===== src/mmt_pkg.sv =====
// package for the multi-method timer/counter: offsets, fields, reset values, enums
// assumes a 32-bit AHB-Lite slave, word-aligned registers
package mmt_pkg;
   // ****************************************************************
   // register byte offsets
   // ****************************************************************
   localparam logic [7:0] MMT_CTRL_OFS = 8'h04;
   localparam logic [7:0] MMT_COUNT_OFS = 8'h08;
   localparam logic [7:0] MMT_LIMIT_OFS = 8'h0c;
   localparam logic [7:0] MMT_CLKSEL_OFS = 8'h10;
   localparam logic [7:0] MMT_IRQ_STAT_OFS = 8'h14;
   localparam logic [7:0] MMT_IRQ_MASK_OFS = 8'h18;
   localparam logic [7:0] MMT_POWER_OFS = 8'h1c;
   // ****************************************************************
   // field positions
   // ****************************************************************
   localparam int MMT_TRIG_LSB = 0;
   localparam int MMT_METHOD_LSB = 2;
   localparam int MMT_CLEAR_BIT = 4;
   localparam int MMT_ENABLE_BIT = 5;
   localparam int MMT_PRESC_LSB = 4;
   localparam int MMT_SRC_LSB = 6;
   localparam int MMT_OVF_BIT = 0;
   localparam int MMT_GIE_BIT = 1;
   localparam int MMT_SLEEP_BIT = 0;
   // ****************************************************************
   // reset values
   // ****************************************************************
   localparam logic [15:0] MMT_LIMIT_RST = 16'hffff;
   localparam logic [15:0] MMT_COUNT_RST = 16'h0000;
   // ****************************************************************
   // enumerations
   // ****************************************************************
   typedef enum logic [1:0] {
      MMT_M_UP16,
      MMT_M_UPDOWN,
      MMT_M_SPLIT8,
      MMT_M_CASCADE
   } mmt_method_t;
   typedef enum logic [1:0] {
      MMT_T_ALWAYS,
      MMT_T_CAPTURE,
      MMT_T_RSV2,
      MMT_T_RSV3
   } mmt_trig_t;
endpackage


===== src/mmt_timer.sv =====
// multi-method 16-bit timer/counter with AHB-Lite register slave
// assumes one clock hclk; clock sources arrive as synchronous tick inputs
// ****************************************************************
// timer top
// ****************************************************************
// Behaviour
// - 16-bit count steps by one per divided tick, direction from method.
// - divided tick from high or low speed source through 2-bit prescaler.
// - counting only while enable bit is one.
// - writing clear bit zeroes count; clear bit returns to zero itself.
// - trigger select 00 counts continuously whenever enabled.
// - trigger select 01 counts only while capture timer output is high.
// - method 00 up; above limit wraps to zero next tick, sets overflow.
// - method 01 up; at limit turns down next tick, no overflow.
// - method 01 sets overflow at zero going down, then counts up.
// - method 10 two independent byte counters, each bounded by limit byte.
// - split bytes wrap after equal; only low byte wrap sets overflow.
// - method 11 low byte counts; on wrap, overflow and upper byte increments.
// - overflow sets flag; interrupt only when enable and global enable set.
// - clearing flag withdraws request; next overflow sets it again.
// - overflow wakes from idle; no interrupt while chip sleeps.
// - count readable any time without disturbing counting.
// - counter works in active, idle and wait modes.
//
// Register access over AHB-Lite and the register offsets were decided locally.
module mmt_timer #(
   parameter int PRESC_W = 2
) (
   input wire logic hclk,
   input wire logic hresetn,
   input wire logic hsel,
   input wire logic [31:0] haddr,
   input wire logic [1:0] htrans,
   input wire logic hwrite,
   input wire logic [2:0] hsize,
   input wire logic [31:0] hwdata,
   input wire logic hready,
   output logic [31:0] hrdata,
   output logic hreadyout,
   output logic hresp,
   input wire logic high_speed_clock,
   input wire logic low_speed_clock,
   input wire logic capture_timer_output,
   output logic irq,
   output logic wake
);
   import mmt_pkg::*;

   // ****************************************************************
   // registers and state
   // ****************************************************************
   logic [1:0] trigger_source_sel;
   logic [1:0] count_method_sel;
   logic counter_clear_bit;
   logic counter_enable_bit;
   logic [15:0] period_limit;
   logic [PRESC_W-1:0] clock_prescale_sel;
   logic [1:0] count_clock_source_sel;
   logic overflow_irq_flag;
   logic overflow_irq_enable;
   logic global_irq_enable;
   logic chip_sleep;
   logic [15:0] count_value_reg;
   logic count_down;
   logic [7:0] presc_cnt;
   logic src_tick;
   logic divided_count_clock;
   logic step;
   logic [15:0] next_count;
   logic next_down;
   logic ovf_event;
   logic wr_pend;
   logic [7:0] wr_addr;
   logic [31:0] wdat;
   logic wr_ctrl;
   logic wr_stat;
   logic src_prev;

   // ahb address phase capture
   logic ap_valid;
   assign ap_valid = hsel & hready & htrans[1];
   assign hreadyout = 1'b1;
   assign hresp = 1'b0;
   assign wdat = hwdata;

   // latch write address for the data phase
   always_ff @(posedge hclk or negedge hresetn) begin
      if (!hresetn) begin
         wr_pend <= 1'b0;
         wr_addr <= 8'h00;
      end else begin
         wr_pend <= ap_valid & hwrite;
         wr_addr <= haddr[7:0];
      end
   end

   assign wr_ctrl = wr_pend && wr_addr == MMT_CTRL_OFS;
   assign wr_stat = wr_pend && wr_addr == MMT_IRQ_STAT_OFS;

   // read data, registered in the address phase
   always_ff @(posedge hclk or negedge hresetn) begin
      if (!hresetn) begin
         hrdata <= 32'h00000000;
      end else if (ap_valid && !hwrite) begin
         case (haddr[7:0])
            MMT_CTRL_OFS: hrdata <= {26'h0, counter_enable_bit, counter_clear_bit,
                                     count_method_sel, trigger_source_sel};
            MMT_COUNT_OFS: hrdata <= {16'h0, count_value_reg};
            MMT_LIMIT_OFS: hrdata <= {16'h0, period_limit};
            MMT_CLKSEL_OFS: hrdata <= {24'h0, count_clock_source_sel,
                                       (PRESC_W)'(clock_prescale_sel), 4'h0};
            MMT_IRQ_STAT_OFS: hrdata <= {31'h0, overflow_irq_flag};
            MMT_IRQ_MASK_OFS: hrdata <= {30'h0, global_irq_enable, overflow_irq_enable};
            MMT_POWER_OFS: hrdata <= {31'h0, chip_sleep};
            default: hrdata <= 32'h00000000;
         endcase
      end
   end

   // control register; clear bit self-returns after one cycle
   always_ff @(posedge hclk or negedge hresetn) begin
      if (!hresetn) begin
         trigger_source_sel <= 2'h0;
         count_method_sel <= 2'h0;
         counter_clear_bit <= 1'b0;
         counter_enable_bit <= 1'b0;
      end else if (wr_ctrl) begin
         trigger_source_sel <= wdat[MMT_TRIG_LSB +: 2];
         count_method_sel <= wdat[MMT_METHOD_LSB +: 2];
         counter_clear_bit <= wdat[MMT_CLEAR_BIT];
         counter_enable_bit <= wdat[MMT_ENABLE_BIT];
      end else begin
         counter_clear_bit <= 1'b0;
      end
   end

   // limit, clock select, mask, power registers
   always_ff @(posedge hclk or negedge hresetn) begin
      if (!hresetn) begin
         period_limit <= MMT_LIMIT_RST;
         clock_prescale_sel <= '0;
         count_clock_source_sel <= 2'h0;
         overflow_irq_enable <= 1'b0;
         global_irq_enable <= 1'b0;
         chip_sleep <= 1'b0;
      end else if (wr_pend) begin
         if (wr_addr == MMT_LIMIT_OFS)
            period_limit <= wdat[15:0];
         if (wr_addr == MMT_CLKSEL_OFS) begin
            clock_prescale_sel <= wdat[MMT_PRESC_LSB +: PRESC_W];
            count_clock_source_sel <= wdat[MMT_SRC_LSB +: 2];
         end
         if (wr_addr == MMT_IRQ_MASK_OFS) begin
            overflow_irq_enable <= wdat[MMT_OVF_BIT];
            global_irq_enable <= wdat[MMT_GIE_BIT];
         end
         if (wr_addr == MMT_POWER_OFS)
            chip_sleep <= wdat[MMT_SLEEP_BIT];
      end
   end

   // ****************************************************************
   // count clock: source select and prescaler
   // ****************************************************************
   // rising edge of chosen source gives one tick
   logic src_lvl;
   assign src_lvl = count_clock_source_sel[0] ? low_speed_clock : high_speed_clock;
   always_ff @(posedge hclk or negedge hresetn) begin
      if (!hresetn)
         src_prev <= 1'b0;
      else
         src_prev <= src_lvl;
   end
   assign src_tick = src_lvl & ~src_prev;

   // divide ticks by 2^(sel+1)
   function automatic logic [7:0] presc_top(input logic [PRESC_W-1:0] sel);
      presc_top = 8'((16'h2 << sel) - 16'h1);
   endfunction

   always_ff @(posedge hclk or negedge hresetn) begin
      if (!hresetn)
         presc_cnt <= 8'h00;
      else if (src_tick)
         presc_cnt <= (presc_cnt >= presc_top(clock_prescale_sel)) ? 8'h00 : presc_cnt + 8'h01;
   end
   assign divided_count_clock = src_tick && presc_cnt >= presc_top(clock_prescale_sel);

   // gate by enable and trigger; clock runs in all non-sleep modes
   assign step = divided_count_clock && counter_enable_bit &&
                 (trigger_source_sel == MMT_T_ALWAYS ||
                  (trigger_source_sel == MMT_T_CAPTURE && capture_timer_output));

   // ****************************************************************
   // counting methods
   // ****************************************************************
   // next count, direction and overflow per method
   always_comb begin
      next_count = count_value_reg;
      next_down = count_down;
      ovf_event = 1'b0;
      case (mmt_method_t'(count_method_sel))
         MMT_M_UP16: begin
            next_down = 1'b0;
            if (count_value_reg > period_limit || count_value_reg == 16'hffff) begin
               next_count = 16'h0000;
               ovf_event = 1'b1;
            end else
               next_count = count_value_reg + 16'h0001;
         end
         MMT_M_UPDOWN: begin
            if (!count_down) begin
               if (count_value_reg >= period_limit) begin
                  next_down = 1'b1;
                  next_count = count_value_reg - 16'h0001;
               end else
                  next_count = count_value_reg + 16'h0001;
            end else if (count_value_reg == 16'h0001 || count_value_reg == 16'h0000) begin
               next_count = 16'h0000;
               next_down = 1'b0;
               ovf_event = 1'b1;
            end else
               next_count = count_value_reg - 16'h0001;
         end
         MMT_M_SPLIT8: begin
            next_down = 1'b0;
            next_count[15:8] = (count_value_reg[15:8] == period_limit[15:8]) ? 8'h00 :
                               count_value_reg[15:8] + 8'h01;
            next_count[7:0] = (count_value_reg[7:0] == period_limit[7:0]) ? 8'h00 :
                              count_value_reg[7:0] + 8'h01;
            ovf_event = count_value_reg[7:0] == period_limit[7:0];
         end
         MMT_M_CASCADE: begin
            next_down = 1'b0;
            if (count_value_reg[7:0] == period_limit[7:0]) begin
               next_count[7:0] = 8'h00;
               next_count[15:8] = count_value_reg[15:8] + 8'h01;
               ovf_event = 1'b1;
            end else
               next_count[7:0] = count_value_reg[7:0] + 8'h01;
         end
         default: next_count = count_value_reg;
      endcase
   end

   // count register: clear wins, else step, else hold
   always_ff @(posedge hclk or negedge hresetn) begin
      if (!hresetn) begin
         count_value_reg <= MMT_COUNT_RST;
         count_down <= 1'b0;
      end else if (counter_clear_bit) begin
         count_value_reg <= MMT_COUNT_RST;
         count_down <= 1'b0;
      end else if (step) begin
         count_value_reg <= next_count;
         count_down <= next_down;
      end
   end

   // ****************************************************************
   // interrupt
   // ****************************************************************
   // sticky flag, write one clears, set wins over clear
   always_ff @(posedge hclk or negedge hresetn) begin
      if (!hresetn)
         overflow_irq_flag <= 1'b0;
      else if (step && ovf_event)
         overflow_irq_flag <= 1'b1;
      else if (wr_stat && wdat[MMT_OVF_BIT])
         overflow_irq_flag <= 1'b0;
   end

   // request gated by both enables and sleep
   assign irq = overflow_irq_flag && overflow_irq_enable && global_irq_enable && !chip_sleep;
   assign wake = irq;

   // ****************************************************************
   // assertions
   // ****************************************************************
   irq_gate_a: assert property (@(posedge hclk) disable iff (!hresetn)
      irq == (overflow_irq_flag && overflow_irq_enable && global_irq_enable && !chip_sleep))
      else $error("irq gating wrong");
   ovf_set_a: assert property (@(posedge hclk) disable iff (!hresetn)
      (step && ovf_event) |=> overflow_irq_flag)
      else $error("overflow flag not set");
   clr_self_a: assert property (@(posedge hclk) disable iff (!hresetn)
      (counter_clear_bit && !wr_ctrl) |=> !counter_clear_bit && count_value_reg == 16'h0000)
      else $error("clear bit stuck");
   hold_idle_a: assert property (@(posedge hclk) disable iff (!hresetn)
      (!step && !counter_clear_bit) |=> $stable(count_value_reg) && $stable(count_down))
      else $error("count moved while idle");
   up_wrap_a: assert property (@(posedge hclk) disable iff (!hresetn)
      (step && !counter_clear_bit && count_method_sel == 2'h0 && count_value_reg > period_limit)
      |=> count_value_reg == 16'h0000)
      else $error("up wrap missed");
   turn_down_a: assert property (@(posedge hclk) disable iff (!hresetn)
      (step && !counter_clear_bit && count_method_sel == 2'h1 && !count_down
       && count_value_reg == period_limit && period_limit != 16'h0000) |=> count_down && !$rose(overflow_irq_flag))
      else $error("updown turn wrong");
   split_hi_a: assert property (@(posedge hclk) disable iff (!hresetn)
      (step && !counter_clear_bit && count_method_sel == 2'h2 && count_value_reg[15:8] == period_limit[15:8])
      |=> count_value_reg[15:8] == 8'h00)
      else $error("split high wrap wrong");
   cascade_a: assert property (@(posedge hclk) disable iff (!hresetn)
      (step && !counter_clear_bit && count_method_sel == 2'h3 && count_value_reg[7:0] == period_limit[7:0])
      |=> count_value_reg[15:8] == $past(count_value_reg[15:8]) + 8'h01 && count_value_reg[7:0] == 8'h00)
      else $error("cascade carry wrong");
   gate_trig_a: assert property (@(posedge hclk) disable iff (!hresetn)
      (trigger_source_sel == 2'h1 && !capture_timer_output) |-> !step)
      else $error("trigger gate open");
   updown_bottom_a: assert property (@(posedge hclk) disable iff (!hresetn)
      (step && !counter_clear_bit && count_method_sel == 2'h1 && count_down && count_value_reg == 16'h0001)
      |=> !count_down && count_value_reg == 16'h0000 && overflow_irq_flag)
      else $error("updown bottom turn wrong");
   split_low_a: assert property (@(posedge hclk) disable iff (!hresetn)
      (step && !counter_clear_bit && count_method_sel == 2'h2 && count_value_reg[7:0] == period_limit[7:0])
      |=> count_value_reg[7:0] == 8'h00 && overflow_irq_flag)
      else $error("split low wrap wrong");
   split_hi_quiet_a: assert property (@(posedge hclk) disable iff (!hresetn)
      (step && count_method_sel == 2'h2 && count_value_reg[7:0] != period_limit[7:0])
      |=> !$rose(overflow_irq_flag))
      else $error("split high wrap flagged");
   enable_gate_a: assert property (@(posedge hclk) disable iff (!hresetn)
      !counter_enable_bit |-> !step)
      else $error("step while disabled");
   flag_clear_a: assert property (@(posedge hclk) disable iff (!hresetn)
      (wr_stat && wdat[MMT_OVF_BIT] && !(step && ovf_event)) |=> !overflow_irq_flag)
      else $error("flag clear ignored");
   sleep_quiet_a: assert property (@(posedge hclk) disable iff (!hresetn)
      chip_sleep |-> !irq && !wake)
      else $error("interrupt while asleep");
endmodule


===== config.mk =====
export PLATFORM = sky130hd
export DESIGN_NAME = mmt_timer
export DESIGN_NICKNAME = d
export VERILOG_FILES = /design/src/mmt_pkg.sv /design/src/mmt_timer.sv
export SDC_FILE = /design/constraint.sdc
export NUM_CORES = 1
export LEC_CHECK = 0
export ABC_CLOCK_PERIOD_IN_PS = 2700
export BUFFER_PORTS_ARGS = -buffer_cell sky130_fd_sc_hd__buf_2
export CAP_MARGIN = 10
export CORE_MARGIN = 1
export CORE_UTILIZATION = 51
export CTS_CLUSTER_SIZE = 8
export DETAILED_ROUTE_END_ITERATION = 16
export GPL_TIMING_DRIVEN = 0
export MAX_ROUTING_LAYER = met4
export PLACE_DENSITY = 0.85
export SLEW_MARGIN = 20
export SYNTH_ARGS = -nofsm -noshare
export SYNTH_HDL_FRONTEND = slang
export SYNTH_SLANG_ARGS = --single-unit

===== constraint.sdc =====
create_clock -name hclk -period 2.7 [get_ports hclk]
set_input_delay 0.405 -clock hclk [delete_from_list [all_inputs] [get_ports hclk]]
set_output_delay 0.405 -clock hclk [all_outputs]
set_load 0.01 [all_outputs]

After elaboration in Yosys (flattened, before gate mapping):

Index checks and enable logic that the tools add are counted.

* $add $sub $neg: 6
* reductions and logical operators: 28
* muxes and demuxes: 27
* equal/unequal tests: 22
* order comparisons: 3
* shift-type cells: 1
* bitwise operators: 5

Operator list (count)
* 16-bit case mux with 7 select lines: 1
* 16-bit two-way mux: 6
* 8-bit by 5-bit == test with 1-bit output (second input constant): 8
* 16-bit case mux with 4 select lines: 1
* 8-bit two-way mux: 4
* 8-bit by 1-bit adder with 8-bit output (second input constant): 3
* 8-bit by 4-bit == test with 1-bit output (second input constant): 3
* 16-bit by 1-bit adder with 16-bit output (second input constant): 1
* 16-bit by 1-bit == test with 1-bit output (second input constant): 1
* 16-bit == test (second input constant): 1
* 8-bit by 3-bit == test with 1-bit output (second input constant): 2
* 8-bit == test: 2
* 16-bit greater-or-equal comparator: 1
* 16-bit greater-than comparator: 1
* 16-bit logical NOT: 1
* 16-bit by 1-bit subtractor with 16-bit output (second input constant): 1
* 1-bit two-way mux: 13
* 1-bit logical AND: 12
* 2-bit AND reduction: 5
* 8-bit greater-or-equal comparator: 1
* 2-bit by 2-bit left shift with 8-bit output (first input constant): 1
* 8-bit by 1-bit subtractor with 8-bit output (second input constant): 1
* 1-bit bitwise AND: 4
* 2-bit by 1-bit == test with 1-bit output (second input constant): 2
* 10 further kinds: 16

* word-level logic and storage cells: 111
* output and inout port bits: 36
* bits of input ports: 77
* flip-flop bits (word level): 97

Depth between registers and ports, before layout:

Gate-level depths: netlist (run 1).

* depth after elaboration: 8
* depth in mapped cells: 12
* mapped depth without buffers: 11

Least setup slack after synthesis (run 1):

OpenSTA, ideal clock, no wires.

* kind: register -> register
* start: reg clock_prescale_sel[1]
* end: reg count_value_reg[10]
* period minus slack after synthesis: 2.816 ns
* arrival: 2.694 ns
* path slack: -0.116 ns
* buffers on the path: 1
* stages on the path, launching flop included: 13
* setup time: 0.122 ns
* required time: 2.578 ns
* cells stage by stage: dfrtp_1 -> or2_2 -> ha_1 -> nand2b_1 -> ha_1 -> a211oi_1 -> o21ai_1 -> a221o_1 -> and3_1 -> buf_2 -> or2_1 -> and2_1 -> a32o_1

* longest elaborated chain between the ends: 8

Ends and longest elaborated chain
* start: declaration: line mmt_timer.sv:57 `logic [PRESC_W-1:0] clock_prescale_sel;`
* start signal: assignment: line mmt_timer.sv:150 `clock_prescale_sel <= wdat[MMT_PRESC_LSB +: PRESC_W];`
* 2-bit by 2-bit left shift with 8-bit output: line mmt_timer.sv:178 `presc_top = 8'((16'h2 << sel) - 16'h1);`
* 8-bit by 1-bit subtractor with 8-bit output: line mmt_timer.sv:178
* 8-bit greater-or-equal comparator: line mmt_timer.sv:187 `assign divided_count_clock = src_tick && presc_cnt >= presc_top(clock_prescale_sel);`
* 1-bit logical AND: line mmt_timer.sv:187
* 1-bit logical AND (2 in series): line mmt_timer.sv:190 `assign step = divided_count_clock && counter_enable_bit &&`
* 2-bit nonzero test (no line)
* 2-bit AND reduction (no line)
* end signal: assignment: line mmt_timer.sv:255 `count_value_reg <= next_count;`
* end: declaration: line mmt_timer.sv:63 `logic [15:0] count_value_reg;`

No other way between the ends.
A chain may end at the register's enable or synchronous reset.

Worst setup path after layout (run 1):

Ends and elaborated chain as after synthesis.

==> impl_metrics.ini, run 1 <==
[outcome]
outcome = finished, violations left
failed_checks = negative setup slack

[cells_and_area]
num_antenna_cells = 0
layout.nets = 804
postLayoutCellArea_sq_um = 6743
drive_gt1_share_pct = 31.81
layout_commonest_cell = dfrtp_1
layout_common_cells = dfrtp_1 (63), nand2_1 (60), buf_2 (54)
syn2layout_area_growth_pct = 20.53
final_core_utilization_pct = 64.45

[timing]
hold_ws_ns = 0.1576
worst_pin_slew_ns = 0.8195
setup_viol = 8
slew_viol_final = 0
fin_skew_ns = 0.01387
finalHoldViolCount = 0
rsz0062_at_grt = true
period_minus_slack_ns = 2.793
tns_ns = -0.2971
fin_ws_ns = -0.09335
timing.fmax_ghz = 0.3580
relSlewSlack_pct = 44.59
fin_crit_sh_pct = 103.5

[detailed_routing]
totalWireLength_mm = 15.85
drtPass1Iterations = 5
routed-via-count = 5197
drc_errors = 0
drt_iter0_markers = 550
vias_per_cell = 6.209
avgRoutedWirePerCell_um = 18.93
ant_nets = 0

[power]
power_leakage_nw = 3.018
powerDensity_nw_per_um2 = 410.6
ir_drop_mv = 0.3612

[cts]
clk_pin_slew_ns = 0.09
cts_tree = done
cts_buffers = 9
numClockSinks = 81
insertion_delay_ns = 0.37
cts_root_buffer = clkbuf_8
clockBufferDepth = 2
htree_levels = 3

[job]
drv_cap = 0

[synthesis]
synth.area.top_cells = dfrtp_1 (29%), dfstp_2 (7.5%), ha_1 (6.9%)
syn_inst = 598
syn-cell-area_sq_um = 5594
synth-seq-cells = 81
synth-async-reset-ratio_pct = 100.0
synth_edf_count = 0
netlist.area_leader.share_pct = 29.08
synth_top_flop_cell = dfrtp_1
ys.warnings.count = 0
avgSynthCellArea_sq_um = 9.355
ys_seq_area_share_pct = 36.59
synth_top_area_cell = dfrtp_1
ys_types = 80

[global_route]
grt_max_degree = 52
grt_overflow_total = 0
grt_pass1_wl_mm = 25.39
grt_pass1_vias = 5106
grt_usage_pct = 29.08
antenna_found_initial = 0

[floorplan]
core_sq_um = 10460
rows = 37
io_pins = 113
die_width_um = 106.7
dieArea_sq_um = 11390
initial_utilization_pct = 53.47
fp.dieH_um = 106.7

[worst_setup_path]
cp-end-kind = flip-flop
worstPathCellList = or2_4 > ha_4 > nand2b_4 > ha_4 > a211oi_2 > o21ai_1 > a221o_1 > and3_4 > or2_4 > and2_4 > a32o_2
arrival_ns = 3.04
slowest_delay_ns = 0.42
rrSetupSlack_ns = -0.09
worst_setup_path_start_kind = flip-flop
slowest_stage = dfrtp_1
cp.required_ns = 2.95
crit_fanout = 6
critPathKind = flip-flop to flip-flop

[place]
port_buffers = 50
gp_congestion = 0.9249
dp_hpwl_mm = 11.32
dp_slack_ns = -0.3400
post_dp_cell_area_sq_um = 6120

[worst_hold_path]
hold_path_class = primary input to flip-flop
==> critical path: cells and delay by family (launching register included) <==
family                     cells  cell delay (ns)
adders and majority gates      2             0.37
DFF                            1             0.42
AOI/OAI and AO/OA              4             0.89
and+or+nand+nor                5             1.00
==> path summary, 6_finish.rpt <==
check,start,to,cells past startpoint
max reg2reg,clock_prescale_sel[1]$_DFFE_PN0P_,count_value_reg[10]$_DFFE_PN0P_,11
max,clock_prescale_sel[1]$_DFFE_PN0P_,count_value_reg[10]$_DFFE_PN0P_,11
min reg2reg,hrdata[14]$_DFFE_PN0P_,hrdata[14]$_DFFE_PN0P_,2
max in group asynchronous,hresetn,period_limit[3]$_DFFE_PN1P_,3
min in group asynchronous,hresetn,presc_cnt[4]$_DFFE_PN0P_,2
min,haddr[5],wr_addr[5]$_DFF_PN0_,1
==> layout make-up <==
class                   count  area (sq um)
inverters                  30         112.6
clock buffers              10         127.6
clock inverters             6         90.09
repair buffers             71         432.9
fillers                   781          3720
flip-flops and latches     81          2049
multi-input cells         456          3453
well taps                 136         170.2
plain buffers              47         306.5
==> where the power goes <==
group	switching [mW]	internal (mW)	leakage, nW
clock network	0.473	0.525	0.107
registers	0.0690	1.28	1.02
logic	0.229	0.197	1.89
total	0.771	2.00	3.02
==> kinds of logic after synthesis <==
logic type      share of synthesized area, %
mux                                    9.796
compound gates                         18.41
other cells                           0.1342
buf+inv                                7.314
simple gates                           18.94
xor+xnor                               1.879
fa+ha+maj                              6.934
flops                                  36.59
==> timing repair <==
item / in CTS / in global routing
hold buffers: 1 / 0
setup endpoints to repair: 17 / 19
pin swaps: 11 / 20
resized for setup: 17 / 32
hold endpoints to repair: 8 / 0
setup buffers: 11 / 8
==> per-layer routing <==
layer | track usage, % | share of wire [%] | vias to the layer above
met5 | - | 0 | -
met1 | 37.56 | 42 | 2519
met4 | 11.74 | 2.9 | 0
met3 | 2.857 | 7.2 | 53
met2 | 47.10 | 48 | 270
li1 | - | - | 2355
==> metrics by stage <==
step / power [mW] / std cells
floorplan: 1.588 / 616
global placement: 1.696 / 802
detailed placement: 1.723 / 803
CTS: 2.708 / 831
global route: 2.867 / 837
finish: 2.769 / 837
==> synth_stat cells, types with 3 or more instances <==
library cell,number
nor3_2,4
o31ai_1,11
ha_1,31
o21ai_0,33
and4_1,3
mux2i_1,21
nand3_1,13
mux2_2,28
or2_2,4
a211oi_1,5
or3_1,3
dfstp_2,16
a21oi_1,30
a21o_1,6
a22o_1,5
o22ai_1,8
or4_1,3
buf_2,9
o21ai_1,5
buf_1,3
inv_1,29
nor2_1,32
clkbuf_1,12
buf_4,23
nor3_1,14
xnor2_1,6
nand4b_1,3
xor2_1,6
nand4_1,11
dfrtp_1,65
and3_1,8
and2_1,6
nand2b_1,8
a32o_1,3
nand2_1,62
a31oi_1,8
o32ai_1,3
Note: power is estimated with default switching activity, not from simulation.
==> inputs of run 2 (changes only) <==
--- a/config.mk
+++ b/config.mk
@@ -13,7 +13,6 @@
 export CTS_CLUSTER_SIZE = 8
 export DETAILED_ROUTE_END_ITERATION = 16
 export GPL_TIMING_DRIVEN = 0
-export MAX_ROUTING_LAYER = met4
 export PLACE_DENSITY = 0.85
 export SLEW_MARGIN = 20
 export SYNTH_ARGS = -nofsm -noshare
==> impl_metrics.ini, run 2 (same netlist as run 1, synthesis figures left out) <==
[detailed_routing]
avgRoutedWirePerCell_um = 20.55
ant_nets = 0
routed-via-count = 5404
drt_iter0_markers = 682
vias_per_cell = 6.388
drc_errors = 0
totalWireLength_mm = 17.39
drtPass1Iterations = 6

[cells_and_area]
stdcell_count = 846
layout.nets = 813
drive_gt1_share_pct = 33.52
layout_common_cells = nand2_1 (61), dfrtp_1 (61), buf_2 (54)
num_antenna_cells = 0
syn2layout_area_growth_pct = 22.01

[timing]
timing.fmax_ghz = 0.3487
finalHoldViolCount = 0
fin_crit_sh_pct = 106.2
worst_pin_slew_ns = 1.129
hold_ws_ns = 0.03267
setup_viol = 13
fin_skew_ns = 0.01420
fin_ws_ns = -0.1679
slew_viol_final = 0
period_minus_slack_ns = 2.868
rsz0062_at_grt = true
relSlewSlack_pct = 23.66

[cts]
numClockSinks = 81
cts_buffers = 9
htree_levels = 3
cts_tree = done
ctsHoldBuffers = 0
clk_pin_slew_ns = 0.09
cts_root_buffer = clkbuf_8
insertion_delay_ns = 0.36
clockBufferDepth = 2

[worst_setup_path]
arrival_ns = 3.12
critPathKind = flip-flop to flip-flop
cp.depth = 11
worstPathCellList = or2_4 > ha_4 > nand2b_4 > ha_4 > a211oi_4 > o21ai_2 > a221o_1 > and3_4 > or2_4 > and2_4 > a32o_2
cp_num_buf_inv = 0
r2r_start = clock_prescale_sel[1]$_DFFE_PN0P_
slowest_stage = dfrtp_1
cp-end-kind = flip-flop
crit_fanout = 6
rrSetupSlack_ns = -0.17
rr_endpoint = count_value_reg[10]$_DFFE_PN0P_
cp.required_ns = 2.95
critPathTopFamily = simple AND/OR/NAND/NOR gates
slowest_delay_ns = 0.42
reg2reg_depth = 11
worst_setup_path_start_kind = flip-flop

[place]
port_buffers = 50
dp_hpwl_mm = 11.35
gp_congestion = 0.9102
dp.cells = 803

[floorplan]
die_width_um = 106.7
rows = 37
dieArea_sq_um = 11390
core_sq_um = 10460
fp.dieH_um = 106.7
initial_utilization_pct = 53.47
io_pins = 113

[global_route]
grt_max_degree = 44
grt_overflow_total = 0
grt_pass1_vias = 5136
grt_usage_pct = 29.06
grt_pass1_wl_mm = 25.85
antenna_found_initial = 0

[power]
seqPwrFrac_pct = 50.8
powerDensity_nw_per_um2 = 389.1
p_int_mw = 1.839
combPwrFrac_pct = 18.4
p_clk_share_pct = 30.8
sw_frac_of_total_pct = 30.76
finalPower_mw = 2.656
p_sw_mw = 0.8170
power_leakage_nw = 3.042
ir_drop_mv = 0.2586

[worst_hold_path]
hold_path_class = primary input to asynchronous set/reset pin

[job]
drv_cap = 0

[outcome]
failed_checks = negative setup slack
outcome = finished, violations left
==> run 2: layer usage <==
layer,share of wire (%),global-route usage (%)
met5,0,0
met4,3.9,13.41
met3,9.1,4.316
met2,49,48.76
met1,38,36.89
==> run 2: power groups by stage <==
stage	registers (mW)	clock network [mW]	logic (mW)
2_1_floorplan	1.34	0	0.245
3_3_place_gp	1.36	0	0.337
3_5_place_dp	1.36	0	0.368
4_1_cts	1.34	0.812	0.399
5_1_grt	1.36	0.871	0.530
6_report	1.35	0.818	0.489
==> run 2: layout make-up <==
cell class | count | area [sq um]
Buffer | 46 | 295.3
Clock buffer | 11 | 131.4
Clock inverter | 5 | 38.79
Fill cell | 766 | 3637
Inverter | 30 | 112.6
Multi-Input combinational cell | 457 | 3523
Sequential cell | 81 | 2052
Tap cell | 136 | 170.2
Timing Repair Buffer | 80 | 501.7
==> run 2: how the worst max path moves through the flow <==
stage | start | end | slack, ns
floorplan | clock_prescale_sel[1]$_DFFE_PN0P_ | count_value_reg[10]$_DFFE_PN0P_ | -0.009
global placement | clock_prescale_sel[1]$_DFFE_PN0P_ | count_value_reg[14]$_DFFE_PN0P_ | -0.27
detailed placement | clock_prescale_sel[1]$_DFFE_PN0P_ | count_value_reg[14]$_DFFE_PN0P_ | -0.33
CTS | clock_prescale_sel[0]$_DFFE_PN0P_ | count_value_reg[10]$_DFFE_PN0P_ | -0.10
global route | clock_prescale_sel[1]$_DFFE_PN0P_ | count_value_reg[10]$_DFFE_PN0P_ | -0.20
finish | clock_prescale_sel[1]$_DFFE_PN0P_ | count_value_reg[10]$_DFFE_PN0P_ | -0.17
==> run 2: through the flow <==
step,area [sq um],utilization [%],setup WS (ns),setup TNS (ns)
floorplan,5669,-,-0.009299,-0.009299
global placement,6090,58.20,-0.2666,-2.282
detailed placement,6112,58.42,-0.3312,-2.770
CTS,6533,62.44,-0.1005,-0.3093
global route,6825,65.24,-0.2000,-2.270
finish,6825,65.24,-0.1679,-1.224
==> run 2: timing repair <==
action | CTS | global route
cloned | 0 | 1
setup buffers | 15 | 14
resized for setup | 25 | 41
endpoints found under the setup margin | 17 | 21
pin swaps | 12 | 26
==> inputs of run 3 (changes only) <==
--- a/config.mk
+++ b/config.mk
@@ -5,15 +5,15 @@
 export SDC_FILE = /design/constraint.sdc
 export NUM_CORES = 1
 export LEC_CHECK = 0
-export ABC_CLOCK_PERIOD_IN_PS = 2700
+export ABC_CLOCK_PERIOD_IN_PS = 2800
 export BUFFER_PORTS_ARGS = -buffer_cell sky130_fd_sc_hd__buf_2
 export CAP_MARGIN = 10
 export CORE_MARGIN = 1
-export CORE_UTILIZATION = 51
+export CORE_UTILIZATION = 56
 export CTS_CLUSTER_SIZE = 8
 export DETAILED_ROUTE_END_ITERATION = 16
-export GPL_TIMING_DRIVEN = 0
-export PLACE_DENSITY = 0.85
+export GPL_TIMING_DRIVEN = 1
+export PLACE_DENSITY = 0.88
 export SLEW_MARGIN = 20
 export SYNTH_ARGS = -nofsm -noshare
 export SYNTH_HDL_FRONTEND = slang
==> constraint.sdc (replaced) <==
create_clock -name hclk -period 2.8 [get_ports hclk]
set_input_delay 0.42 -clock hclk [delete_from_list [all_inputs] [get_ports hclk]]
set_output_delay 0.42 -clock hclk [all_outputs]
set_load 0.01 [all_outputs]
==> impl_metrics.ini, run 3 (same netlist as run 1, synthesis figures left out) <==
[timing]
fin_skew_ns = 0.01458
rsz0062_at_grt = true
fin_ws_ns = -0.05551
fin_crit_sh_pct = 102.0
period_minus_slack_ns = 2.856
slew_viol_final = 0
finalHoldViolCount = 0
timing.fmax_ghz = 0.3502
worst_pin_slew_ns = 0.8315
relSlewSlack_pct = 43.78
setup_viol = 6

[global_route]
grt_overflow_total = 0
grt_usage_pct = 30.30
grt_pass1_vias = 4917
grt_max_degree = 82
antenna_found_initial = 0
grt_pass1_wl_mm = 24.21

[place]
dp_slack_ns = -0.07189
dp.cells = 795
gp_congestion = 0.9855
dp_hpwl_mm = 11.08
post_dp_cell_area_sq_um = 6125
port_buffers = 50

[worst_hold_path]
worstHoldStart = haddr[1]
hold_path_class = primary input to flip-flop
whs_endpoint = wr_addr[1]$_DFF_PN0_
whs_path_depth = 1

[power]
ir_drop_mv = 0.2529
power_leakage_nw = 2.985
powerDensity_nw_per_um2 = 399.0

[cts]
cts_tree = done
clockBufferDepth = 2
cts_root_buffer = clkbuf_8
clk_pin_slew_ns = 0.09
htree_levels = 3
cts_buffers = 9
numClockSinks = 81
insertion_delay_ns = 0.37

[outcome]
failed_checks = negative setup slack
outcome = finished, violations left

[cells_and_area]
postLayoutCellArea_sq_um = 6581
layout_commonest_cell = dfrtp_1
layout.nets = 788
layout_common_cells = dfrtp_1 (65), nand2_1 (61), buf_2 (49)
num_antenna_cells = 0
syn2layout_area_growth_pct = 17.65
stdcell_count = 818
drive_gt1_share_pct = 30.66

[detailed_routing]
avgRoutedWirePerCell_um = 19.59
drc_errors = 0
ant_nets = 0
routed-via-count = 5234
totalWireLength_mm = 16.03
drtPass1Iterations = 6
vias_per_cell = 6.399
drt_iter0_markers = 588

[floorplan]
initial_utilization_pct = 57.50
core_sq_um = 9729
io_pins = 113
die_width_um = 101.9
dieArea_sq_um = 10390
rows = 36
fp.dieH_um = 101.9

[worst_setup_path]
rr_endpoint = count_value_reg[10]$_DFFE_PN0P_
rrSetupSlack_ns = -0.06
slowest_delay_ns = 0.41
r2r_start = clock_prescale_sel[1]$_DFFE_PN0P_
slowest_stage = dfrtp_1
critPathKind = flip-flop to flip-flop
cp-end-kind = flip-flop
critPathTopFamily = compound AO/OA/AOI/OAI gates
cp.depth = 12
cp.required_ns = 3.05
worst_setup_path_start_kind = flip-flop
cp_num_buf_inv = 1
arrival_ns = 3.10
worstPathCellList = buf_6 > nand2b_4 > ha_4 > nand2b_4 > ha_4 > a211oi_2 > o21ai_1 > a221o_1 > and3_4 > or2_4 > and2_4 > a32o_1
reg2reg_depth = 12
crit_fanout = 5

[job]
drv_cap = 0
==> run 3: cell types whose count changed in the layout (fill, tap and decap cells not counted), sizes merged <==
| cell | delta |
|---|---|
| clkinvlp | -1 |
| dlygate4sd3 | +1 |
| clkinv | +1 |
| clkbuf | -12 |
| a21boi | -1 |
| and3 | +1 |
| buf | -14 |
| bufinv | +1 |
| inv | -1 |
==> run 3: how the worst max path moves through the flow <==
stage | slack, ns | to | start
after floorplan | 0.002 | count_value_reg[10]$_DFFE_PN0P_ | clock_prescale_sel[1]$_DFFE_PN0P_
after global placement | -0.05 | count_value_reg[12]$_DFFE_PN0P_ | period_limit[11]$_DFFE_PN1P_
after detailed placement | -0.07 | count_value_reg[5]$_DFFE_PN0P_ | clock_prescale_sel[1]$_DFFE_PN0P_
after CTS | -0.01 | count_value_reg[5]$_DFFE_PN0P_ | clock_prescale_sel[1]$_DFFE_PN0P_
after global routing | -0.1 | count_value_reg[10]$_DFFE_PN0P_ | clock_prescale_sel[1]$_DFFE_PN0P_
final | -0.06 | count_value_reg[10]$_DFFE_PN0P_ | clock_prescale_sel[1]$_DFFE_PN0P_
==> run 3: final cells by class <==
type	instances	area, sq um
multi-input combinational	457	3377
fill	669	3148
sequential	81	2047
clock inverter	5	61.31
clock buffer	11	151.4
tap	133	166.4
timing repair buffer	101	665.6
inverter	30	112.6
==> run 3: routing by layer <==
metal,part of all wire [%],GRT usage [%],vias up
met4,3.4,14.95,0
met1,41,39.19,2582
met2,49,50.68,284
li1,-,-,2317
met5,0,0,-
met3,7.4,3.352,51
==> run 3: repair_timing <==
action,in CTS,in global routing
setup buffers,1,3
gates cloned,0,1
endpoints found under the setup margin,8,19
resized for setup,8,27
hold endpoints to repair,0,14
pin swaps,3,11
hold buffers,0,1
==> run 3: metrics by stage <==
| stage | TNS, ns | total power [mW] | utilization, % | hold slack, ns |
|---|---|---|---|---|
| 6_report | -0.1774 | 2.626 | 67.64 | 0.1738 |
| 5_1_grt | -0.8000 | 2.713 | 67.64 | 0.1735 |
| 4_1_cts | -0.01083 | 2.579 | 65.55 | 0.1753 |
| 3_5_place_dp | -0.3005 | 1.657 | 62.95 | 0.4686 |
| 3_3_place_gp | -0.04687 | 1.623 | 62.95 | 0.4553 |
| 2_1_floorplan | 0 | 1.531 | - | 0.1244 |
==> run 3: report_power, final <==
part / total [mW] / switching (mW) / internal, mW
logic: 0.401 / 0.231 / 0.169
registers: 1.30 / 0.0666 / 1.23
clock network: 0.928 / 0.462 / 0.466
total: 2.63 / 0.760 / 1.87
